--- src/usbwc_pkg.sv ---
package usbwc_pkg;

  // ===========================================================
  // Register map of the core's view of the block
  localparam logic [15:0] USBWC_CLOCK_WAIT_CONTROL_ADDR = 16'h008e;
  localparam logic [15:0] USBWC_MISC_CONTROL_ONE_ADDR = 16'hfff2;
  localparam logic [15:0] USBWC_USB_RANGE_BASE = 16'hfc00;

  // ===========================================================
  // Reset values
  localparam logic [7:0] USBWC_CLOCK_WAIT_CONTROL_RST = 8'h01;
  localparam logic [7:0] USBWC_MISC_CONTROL_ONE_RST = 8'h10;

  // ===========================================================
  // Field positions
  localparam int USBWC_WAIT_LSB = 0;
  localparam int USBWC_WAIT_W = 3;
  localparam int USBWC_PULLUP_CONNECT_BIT = 0;
  localparam int USBWC_TRANSCEIVER_ENABLE_N_BIT = 1;
  localparam int USBWC_ANALOG_POWER_ENABLE_BIT = 2;
  localparam int USBWC_FLASH_READ_PULSE_BIT = 4;
  localparam int USBWC_FLASH_READ_PULSE_ENABLE_BIT = 5;
  localparam logic [7:0] USBWC_MISC_IMPL_MASK = 8'h37;

  // ===========================================================
  // Controller software port map
  localparam logic [2:0] USBWC_CMD_ADDR_LO = 3'h0;
  localparam logic [2:0] USBWC_CMD_ADDR_HI = 3'h1;
  localparam logic [2:0] USBWC_CMD_WDATA = 3'h2;
  localparam logic [2:0] USBWC_CMD_GO = 3'h3;
  localparam logic [2:0] USBWC_CMD_STATUS = 3'h4;
  localparam logic [2:0] USBWC_CMD_RDATA = 3'h5;
  localparam int USBWC_GO_WRITE_BIT = 0;
  localparam int USBWC_STAT_BUSY_BIT = 0;
  localparam int USBWC_STAT_DONE_BIT = 1;
  localparam int USBWC_STAT_REFUSED_BIT = 2;

  // ===========================================================
  // States
  typedef enum logic [1:0] {
    USBWC_DEV_IDLE,
    USBWC_DEV_WAIT,
    USBWC_DEV_ACK
  } usbwc_dev_st_t;

  typedef enum logic [1:0] {
    USBWC_HOST_IDLE,
    USBWC_HOST_REQ
  } usbwc_host_st_t;

endpackage

--- src/usbwc_if.sv ---
`timescale 1ns/1ps
interface usbwc_if;
  // Request lines stay stable from req rising until the ack cycle
  logic req;
  logic we;
  logic [15:0] addr;
  logic [7:0] wdata;
  logic [7:0] rdata;
  logic ack;

  modport dev (
    input req,
    input we,
    input addr,
    input wdata,
    output rdata,
    output ack
  );

  modport host (
    output req,
    output we,
    output addr,
    output wdata,
    input rdata,
    input ack
  );
endinterface

--- src/usbwc_device.sv ---
// The implementer's own choice: the address-and-strobe port.
`timescale 1ns/1ps
module usbwc_device import usbwc_pkg::*; (
  input wire logic i_clk_sys,
  input wire logic i_rst_b,
  usbwc_if.dev bus,
  input wire logic [7:0] i_usb_rdata,
  output logic [15:0] o_usb_addr,
  output logic [7:0] o_usb_wdata,
  output logic o_usb_wr,
  output logic o_usb_rd,
  output logic o_transceiver_enable_n,
  output logic o_pullup_connect,
  output logic o_flash_read_pulse_enable,
  output logic o_flash_read_pulse,
  output logic o_analog_power_enable,
  output logic [2:0] o_wait_state_count
);

  // ===========================================================
  // State
  typedef struct packed {
    usbwc_dev_st_t st;
    logic [USBWC_WAIT_W-1:0] cnt;
    logic [USBWC_WAIT_W-1:0] wait_state_count;
    logic [7:0] misc;
    logic [7:0] rdata;
  } usbwc_dev_state_t;

  usbwc_dev_state_t s_reg;
  usbwc_dev_state_t s_next;

  logic hit_ckw;
  logic hit_misc;
  logic hit_usb;
  logic access;
  logic [7:0] rd_val;

  // ===========================================================
  // Address decode
  // The misc register sits inside the USB window, so it is
  // stretched like any other USB register.
  always_comb begin
    hit_ckw = bus.addr == USBWC_CLOCK_WAIT_CONTROL_ADDR;
    hit_misc = bus.addr == USBWC_MISC_CONTROL_ONE_ADDR;
    hit_usb = bus.addr >= USBWC_USB_RANGE_BASE;
  end

  // ===========================================================
  // Read mux
  always_comb begin
    rd_val = 8'h00;
    if (hit_ckw) begin
      // Upper five bits are unused and read as zero
      rd_val = {5'h00, s_reg.wait_state_count};
    end else if (hit_misc) begin
      rd_val = s_reg.misc & USBWC_MISC_IMPL_MASK;
    end else if (hit_usb) begin
      rd_val = i_usb_rdata;
    end
  end

  // ===========================================================
  // Access sequencer
  // A request is taken in IDLE. Accesses outside the USB window
  // complete at once; inside it the sequencer first spends the
  // programmed number of cycles in WAIT. The count is sampled
  // when the request is taken, so a change of the field only
  // affects later accesses.
  always_comb begin
    s_next = s_reg;
    access = 1'b0;
    case (s_reg.st)
      USBWC_DEV_IDLE: begin
        if (bus.req) begin
          if (hit_usb && s_reg.wait_state_count != 3'h0) begin
            s_next.st = USBWC_DEV_WAIT;
            s_next.cnt = s_reg.wait_state_count;
          end else begin
            access = 1'b1;
          end
        end
      end
      USBWC_DEV_WAIT: begin
        s_next.cnt = s_reg.cnt - 3'h1;
        if (s_reg.cnt == 3'h1) begin
          access = 1'b1;
        end
      end
      USBWC_DEV_ACK: begin
        // Ack cycle; the request is still high here and is ignored
        s_next.st = USBWC_DEV_IDLE;
      end
      default: s_next.st = USBWC_DEV_IDLE;
    endcase

    if (access) begin
      s_next.st = USBWC_DEV_ACK;
      s_next.rdata = bus.we ? 8'h00 : rd_val;
      if (bus.we && hit_ckw) begin
        s_next.wait_state_count = bus.wdata[USBWC_WAIT_LSB +: USBWC_WAIT_W];
      end
      if (bus.we && hit_misc) begin
        // Unused bits never store, so they can not read back set
        s_next.misc = bus.wdata & USBWC_MISC_IMPL_MASK;
      end
    end
  end

  // ===========================================================
  // State register
  always_ff @(posedge i_clk_sys or negedge i_rst_b) begin
    if (!i_rst_b) begin
      s_reg.st <= USBWC_DEV_IDLE;
      s_reg.cnt <= 3'h0;
      s_reg.wait_state_count <= USBWC_CLOCK_WAIT_CONTROL_RST[USBWC_WAIT_W-1:0];
      s_reg.misc <= USBWC_MISC_CONTROL_ONE_RST;
      s_reg.rdata <= 8'h00;
    end else begin
      s_reg <= s_next;
    end
  end

  // ===========================================================
  // Core side
  assign bus.ack = s_reg.st == USBWC_DEV_ACK;
  assign bus.rdata = s_reg.rdata;

  // ===========================================================
  // USB engine side
  // Strobes fire in the single access cycle, after the waits, so
  // the engine never sees a request it cannot keep up with.
  assign o_usb_addr = bus.addr;
  assign o_usb_wdata = bus.wdata;
  assign o_usb_wr = access && bus.we && hit_usb && !hit_misc;
  assign o_usb_rd = access && !bus.we && hit_usb && !hit_misc;

  // ===========================================================
  // Control outputs
  assign o_transceiver_enable_n = s_reg.misc[USBWC_TRANSCEIVER_ENABLE_N_BIT];
  assign o_pullup_connect = s_reg.misc[USBWC_PULLUP_CONNECT_BIT];
  assign o_flash_read_pulse_enable = s_reg.misc[USBWC_FLASH_READ_PULSE_ENABLE_BIT];
  assign o_flash_read_pulse = s_reg.misc[USBWC_FLASH_READ_PULSE_BIT];
  assign o_analog_power_enable = s_reg.misc[USBWC_ANALOG_POWER_ENABLE_BIT];
  assign o_wait_state_count = s_reg.wait_state_count;

endmodule // usbwc_device

--- src/flat_wrapper.sv ---
// flat-port wrapper written by rule: the top's interface ports become plain ports
module usbwc_device_flat import usbwc_pkg::*;
  (i_clk_sys, i_rst_b, i_usb_rdata, o_usb_addr, o_usb_wdata, o_usb_wr, o_usb_rd, o_transceiver_enable_n, o_pullup_connect, o_flash_read_pulse_enable, o_flash_read_pulse, o_analog_power_enable, o_wait_state_count, bus_req, bus_we, bus_addr, bus_wdata, bus_rdata, bus_ack);
  usbwc_if bus_i ();
  input wire logic i_clk_sys;
  input wire logic i_rst_b;
  input wire logic [7:0] i_usb_rdata;
  output logic [15:0] o_usb_addr;
  output logic [7:0] o_usb_wdata;
  output logic o_usb_wr;
  output logic o_usb_rd;
  output logic o_transceiver_enable_n;
  output logic o_pullup_connect;
  output logic o_flash_read_pulse_enable;
  output logic o_flash_read_pulse;
  output logic o_analog_power_enable;
  output logic [2:0] o_wait_state_count;
  input wire logic [$bits(bus_i.req)-1:0] bus_req;
  input wire logic [$bits(bus_i.we)-1:0] bus_we;
  input wire logic [$bits(bus_i.addr)-1:0] bus_addr;
  input wire logic [$bits(bus_i.wdata)-1:0] bus_wdata;
  output wire logic [$bits(bus_i.rdata)-1:0] bus_rdata;
  output wire logic [$bits(bus_i.ack)-1:0] bus_ack;
  assign bus_i.req = bus_req;
  assign bus_i.we = bus_we;
  assign bus_i.addr = bus_addr;
  assign bus_i.wdata = bus_wdata;
  assign bus_rdata = bus_i.rdata;
  assign bus_ack = bus_i.ack;
  usbwc_device u_core (.i_clk_sys(i_clk_sys), .i_rst_b(i_rst_b), .bus(bus_i), .i_usb_rdata(i_usb_rdata), .o_usb_addr(o_usb_addr), .o_usb_wdata(o_usb_wdata), .o_usb_wr(o_usb_wr), .o_usb_rd(o_usb_rd), .o_transceiver_enable_n(o_transceiver_enable_n), .o_pullup_connect(o_pullup_connect), .o_flash_read_pulse_enable(o_flash_read_pulse_enable), .o_flash_read_pulse(o_flash_read_pulse), .o_analog_power_enable(o_analog_power_enable), .o_wait_state_count(o_wait_state_count));
endmodule
--- config.mk ---
export PLATFORM = sky130hd
export DESIGN_NAME = usbwc_device_flat
export DESIGN_NICKNAME = d
export VERILOG_FILES = /design/src/usbwc_pkg.sv /design/src/usbwc_if.sv /design/src/usbwc_device.sv /design/src/flat_wrapper.sv
export SDC_FILE = /design/constraint.sdc
export NUM_CORES = 1
export LEC_CHECK = 0
export ABC_AREA = 0
export BUFFER_PORTS_ARGS = -buffer_cell sky130_fd_sc_hd__buf_2
export CAP_MARGIN = 20
export CORE_MARGIN = 2
export CORE_UTILIZATION = 44
export DETAILED_ROUTE_END_ITERATION = 10
export GPL_ROUTABILITY_DRIVEN = 0
export GPL_TIMING_DRIVEN = 0
export PLACE_DENSITY = 0.79
export RECOVER_POWER = 25
export SLEW_MARGIN = 30
export SYNTH_ARGS = -nofsm -noshare
export SYNTH_HDL_FRONTEND = slang
export SYNTH_SLANG_ARGS = --single-unit
--- constraint.sdc ---
create_clock -name i_clk_sys -period 2.5 [get_ports i_clk_sys]
set_clock_uncertainty 0.15 [all_clocks]
set_input_delay 0.125 -clock i_clk_sys [delete_from_list [all_inputs] [get_ports i_clk_sys]]
set_output_delay 0.125 -clock i_clk_sys [all_outputs]
set_load 0.01 [all_outputs]
==> metrics, run 1 <==
vias after detailed routing=1326; first-pass GRT wire length=5.14 mm; Core Rows=20; die area=3730 µm²; number of antenna diodes=0; Starting DRT DRC Count=49; syn_area_per_cell=10.5 µm²; CTS Root Cell=clkbuf_4; Worst slew margin=0.270; drt wl/cell=13.0 µm; largest net degree at the start of global routing=22; Num CTS Buffers=3; Worst-Margin Slew=1.10 ns; fin crit period=2.40 ns; Peak VDD IR=0.421 mV; DIE WIDTH=61.1 µm; fmax=417 MHz; Detail Route Antenna Nets=0; layout cells sized above 1=0.513; Top Ports=79; Clock Latency Late Sink=0.30 ns; Sum Neg Setup Slack=0 ns; CP arrival=2.12 ns; Final period util=0.960; WP data required=2.23 ns; number of clock sinks=21; Synth cell types=43; initial core utilization=0.466; Hold Vio Cnt, Final=0; CP Class=reg2out; Worst Setup Start Kind=flip-flop; Post-synth EDFFs=0; initial antenna violation count=0; Mapped Area=1440 µm²; most frequent cells in the layout=57 x buf_2, 40 x buf_4, 20 x clkbuf_1; Clock Tree Buf Depth=2; router iterations before antenna repair=4; most common cell after layout, fill and taps aside=buf_2; Synth Instances=137; Synth warnings=0; Filler Cell Count=251; Die H=61.1 µm; CP Max Fanout=4; number of synthesized register bits=21; ys async rst share=1.00; clock-pin slew on the worst setup and hold paths=0.12 ns; Setup violations, final=0; Pwr Density=319 nW/µm²; outcome=finished clean; crit end category=output pin; H-Tree Depth=1; max cap viols=0; DR vias/cell=4.80; drc violations=0; port bufs=75; post-DP HPWL=2.55 mm; fin nets=271; Leak Pwr=1.05 nW; Layout area overhead=41.3%; max FFs per register=8; prevailing post-synth register cell=dfrtp_1; total wire length=3.58 mm; vias in the first global route=1169; Total GRT Usage=0.184; RSZ-0062 raised after global routing=no; HP Class=in2reg; syn nets=175; Congestion Overflow GR=0; Final Core Density=0.659; Final Max Tran Viols=0; sequential area share after synthesis=0.368; CTS tree=yes; core area=3080 µm²
[worst paths after layout]
path / from / end / slack [ns] / cells after the start
setup / recovery: u_core.s_reg[20] / o_usb_rd / 0.10 / 6
setup reg to reg: u_core.s_reg[20] / u_core.o_wait_state_count[2] / 0.24 / 7
min in group asynchronous: i_rst_b / u_core.o_flash_read_pulse_enable / 0.38 / 2
max in group asynchronous: i_rst_b / u_core.bus.rdata[3] / 1.16 / 2
hold / removal: i_usb_rdata[4] / u_core.bus.rdata[4] / 0.02 / 3
hold reg to reg: u_core.bus.rdata[0] / u_core.bus.rdata[0] / 0.34 / 2
[repair_timing]
item,4_1_cts,5_1_grt
hold buffers,11,0
setup endpoints to repair,0,1
setup buffers,0,5
gates resized for setup,0,2
endpoints found under the hold margin,35,0
[critical path, cell delays in order, from the launching register on]
cell and delay, ns:
dfrtp_1 0.40, inv_1 0.08, ha_1 0.14, or4bb_4 0.47
o21a_4 0.16, nor4_4 0.37, buf_2 0.22
[area by class of cell]
class,count,area [µm²],share of cell area
buffer,38,277,0.136
clock buffer,3,22.5,0.0111
clock inverter,1,7.51,0.00370
inverter,3,11.3,0.00555
multi-input combinational,75,629,0.310
sequential,21,528,0.260
tap,44,55.1,0.0271
timing repair buffer,91,498,0.246
[cell families after synthesis]
group	synth area share
and+or+nand+nor	0.180
buffers and inverters	0.201
muxes	0.122
adders and majority gates	0.0174
DFF	0.368
AOI/OAI and AO/OA	0.112
[cells in the mapped netlist (2+ instances only)]
master	count	area [µm²]
nand3b_1	3	22.5
o2bb2ai_1	2	17.5
buf_4	35	263
a21oi_1	2	10.0
mux2_4	6	90.1
dfstp_2	2	52.6
nor2_1	8	30.0
buf_2	2	10.0
mux2i_1	4	40.0
mux2_1	4	45.0
nand2_1	7	26.3
a22o_1	5	43.8
ha_1	2	25.0
inv_1	3	11.3
o41ai_1	2	17.5
dfrtp_1	19	475
nor3_1	5	25.0
[metal layers]
| metal | track usage | vias to the layer above | share of wire |
|---|---|---|---|
| met5 | 0 | - | 0 |
| met4 | 0.0342 | 0 | 0.011 |
| met3 | 0.0441 | 5 | 0.062 |
| met2 | 0.316 | 56 | 0.52 |
| met1 | 0.236 | 620 | 0.41 |
| li1 | - | 645 | - |
[power by group]
part	total [W]	internal, W	switching, W	leakage, nW
logic	0.000140	0.0000767	0.0000637	0.770
clock network	0.000164	0.0000610	0.000103	0.0139
registers	0.000343	0.000341	0.00000159	0.269
[metrics by stage]
| stage | hold WS [ns] | setup WS [ns] | cells | cell area (µm²) | total power (W) |
|---|---|---|---|---|---|
| finish | 0.0218 | 0.100 | 276 | 2030 | 0.000647 |
| global route | 0.0372 | 0.00584 | 276 | 2030 | 0.000683 |
| CTS | 0.0196 | 0.0937 | 271 | 2010 | 0.000658 |
| detailed placement | -0.0471 | 0.269 | 256 | 1870 | 0.000475 |
| global placement | -0.0477 | 0.290 | 256 | 1870 | 0.000474 |
| floorplan | -0.321 | 0.405 | 137 | 1440 | 0.000411 |
Power figures use the tool's default switching activity.
==> inputs of run 2 (changes only) <==
Settings changed: PLACE_DENSITY 0.79 to 0.91.
==> metrics, run 2 (synthesis gave the netlist of run 1 again) <==
Total GRT Usage=0.184; reg-to-reg startpoint=u_core.s_reg[20]; drc violations=0; Worst-Margin Slew=1.09 ns; reg2reg path depth=7; die area=3730 µm²; Clock Latency Late Sink=0.30 ns; Filler Cell Count=288; clock-pin slew on the worst setup and hold paths=0.12 ns; Worst slew margin=0.273; DR vias/cell=4.74; initial antenna violation count=0; clock share of power=0.259; number of clock sinks=21; max FFs per register=8; Cell Area, Placed=1870 µm²; vias after detailed routing=1284; H-Tree Depth=1; outcome=complete, but fails checks; Int Pwr=0.000477 W; Layout area overhead=38.3%; CP Max Fanout=6; Num CTS Buffers=3; Design Area, Final=1980 µm²; vias in the first global route=1208; Top Ports=79; Final Max Tran Viols=0; Detail Route Antenna Nets=0; DIE WIDTH=61.1 µm; Final period util=0.970; CTS Root Cell=clkbuf_4; Non-Filler Instances=271; number of instances in the placed design=256; WP data required=2.23 ns; CP arrival=2.15 ns; P_sw=0.000168 W; drt wl/cell=12.7 µm; port bufs=75; initial core utilization=0.466; worst hold start=i_usb_rdata[4]; Worst Setup Start Kind=flip-flop; minimum hold slack=-0.00448 ns; fin crit period=2.43 ns; Min-Delay Path Depth=3; core area=3080 µm²; layout cells sized above 1=0.502; first-pass GRT wire length=5.09 mm; number of antenna diodes=0; Leak Pwr=1.03 nW; crit path from=u_core.s_reg[20]; post-DP HPWL=2.71 mm; most common cell after layout, fill and taps aside=buf_2; CTS tree=yes; crit end category=output pin; Die H=61.1 µm; most frequent cells in the layout=57 x buf_2, 36 x buf_4, 21 x clkbuf_1; Congestion Overflow GR=0; power share of the sequential group=0.532; Final Core Density=0.645; Gate power share=0.210; router iterations before antenna repair=4; fin nets=266; fmax=412 MHz; total wire length=3.44 mm; Peak VDD IR=0.256 mV; Clock Tree Buf Depth=2; Starting DRT DRC Count=23; failing checks=hold timing; Core Rows=20; Pwr Density=325 nW/µm²; max cap viols=0; HP Class=in2reg; Setup violations, final=0; Tot Pwr=0.000645 W; largest net degree at the start of global routing=22; CP Class=reg2out; Net Sw Frac=0.261; Hold Vio Cnt, Final=1
-- run 2: cell types whose count changed in the layout (fill, tap and decap cells not counted) --
cell,before,now
clkbuf_1,20,21
buf_4,40,36
clkinvlp_4,1,0
dlygate4sd3_1,11,10
-- run 2: worst paths after layout --
path	end	slack (ns)
min in group asynchronous	u_core.o_transceiver_enable_n	0.37
worst min-delay path	u_core.bus.rdata[4]	-0.004
max in group asynchronous	u_core.bus.rdata[0]	1.18
worst max-delay path	o_usb_rd	0.07
worst max register to register	u_core.o_transceiver_enable_n	0.22
worst min register to register	u_core.bus.rdata[0]	0.34
-- run 2: metrics by stage --
| stage | TNS (ns) | setup slack (ns) |
|---|---|---|
| after floorplan | 0 | 0.405 |
| final | 0 | 0.0742 |
| after detailed placement | 0 | 0.272 |
| after CTS | 0 | 0.115 |
| after global placement | 0 | 0.317 |
| after global routing | -0.0485 | -0.0485 |
-- run 2: area by class of cell --
class,count,area [µm²],share of cell area
Multi-Input combinational cell,75,629,0.317
Inverter,3,11.3,0.00567
Buffer,38,277,0.139
Tap cell,44,55.1,0.0277
Timing Repair Buffer,86,458,0.231
Sequential cell,21,528,0.266
Clock buffer,4,26.3,0.0132
-- run 2: worst max-delay path, stage by stage, from the launching register on --
cell	delay, ns
dfrtp_1	0.39
inv_1	0.08
ha_1	0.15
or4bb_4	0.55
o21a_4	0.17
nor4_4	0.32
buf_2	0.19
-- run 2: power by group through the flow --
stage	Combinational (W)	Clock [W]	Sequential [W]
after floorplan	0.0000623	0	0.000349
after global placement	0.000124	0	0.000349
after detailed placement	0.000127	0	0.000349
after CTS	0.000139	0.000168	0.000343
after global routing	0.000148	0.000181	0.000344
final	0.000135	0.000167	0.000343
-- run 2: metal layers --
layer  vias to the layer above  part of all wire  GRT usage
li1                        636                 -          -
met4                         0             0.019     0.0839
met1                       587              0.38      0.205
met2                        54              0.54      0.331
met3                         7             0.058     0.0420
met5                         -                 0          0
-- run 2: what timing repair did --
action / CTS / global route
endpoints found under the setup margin: 0 / 1
gates resized for setup: 0 / 2
endpoints found under the hold margin: 35 / 0
hold buffers: 10 / 0
setup buffers: 0 / 1
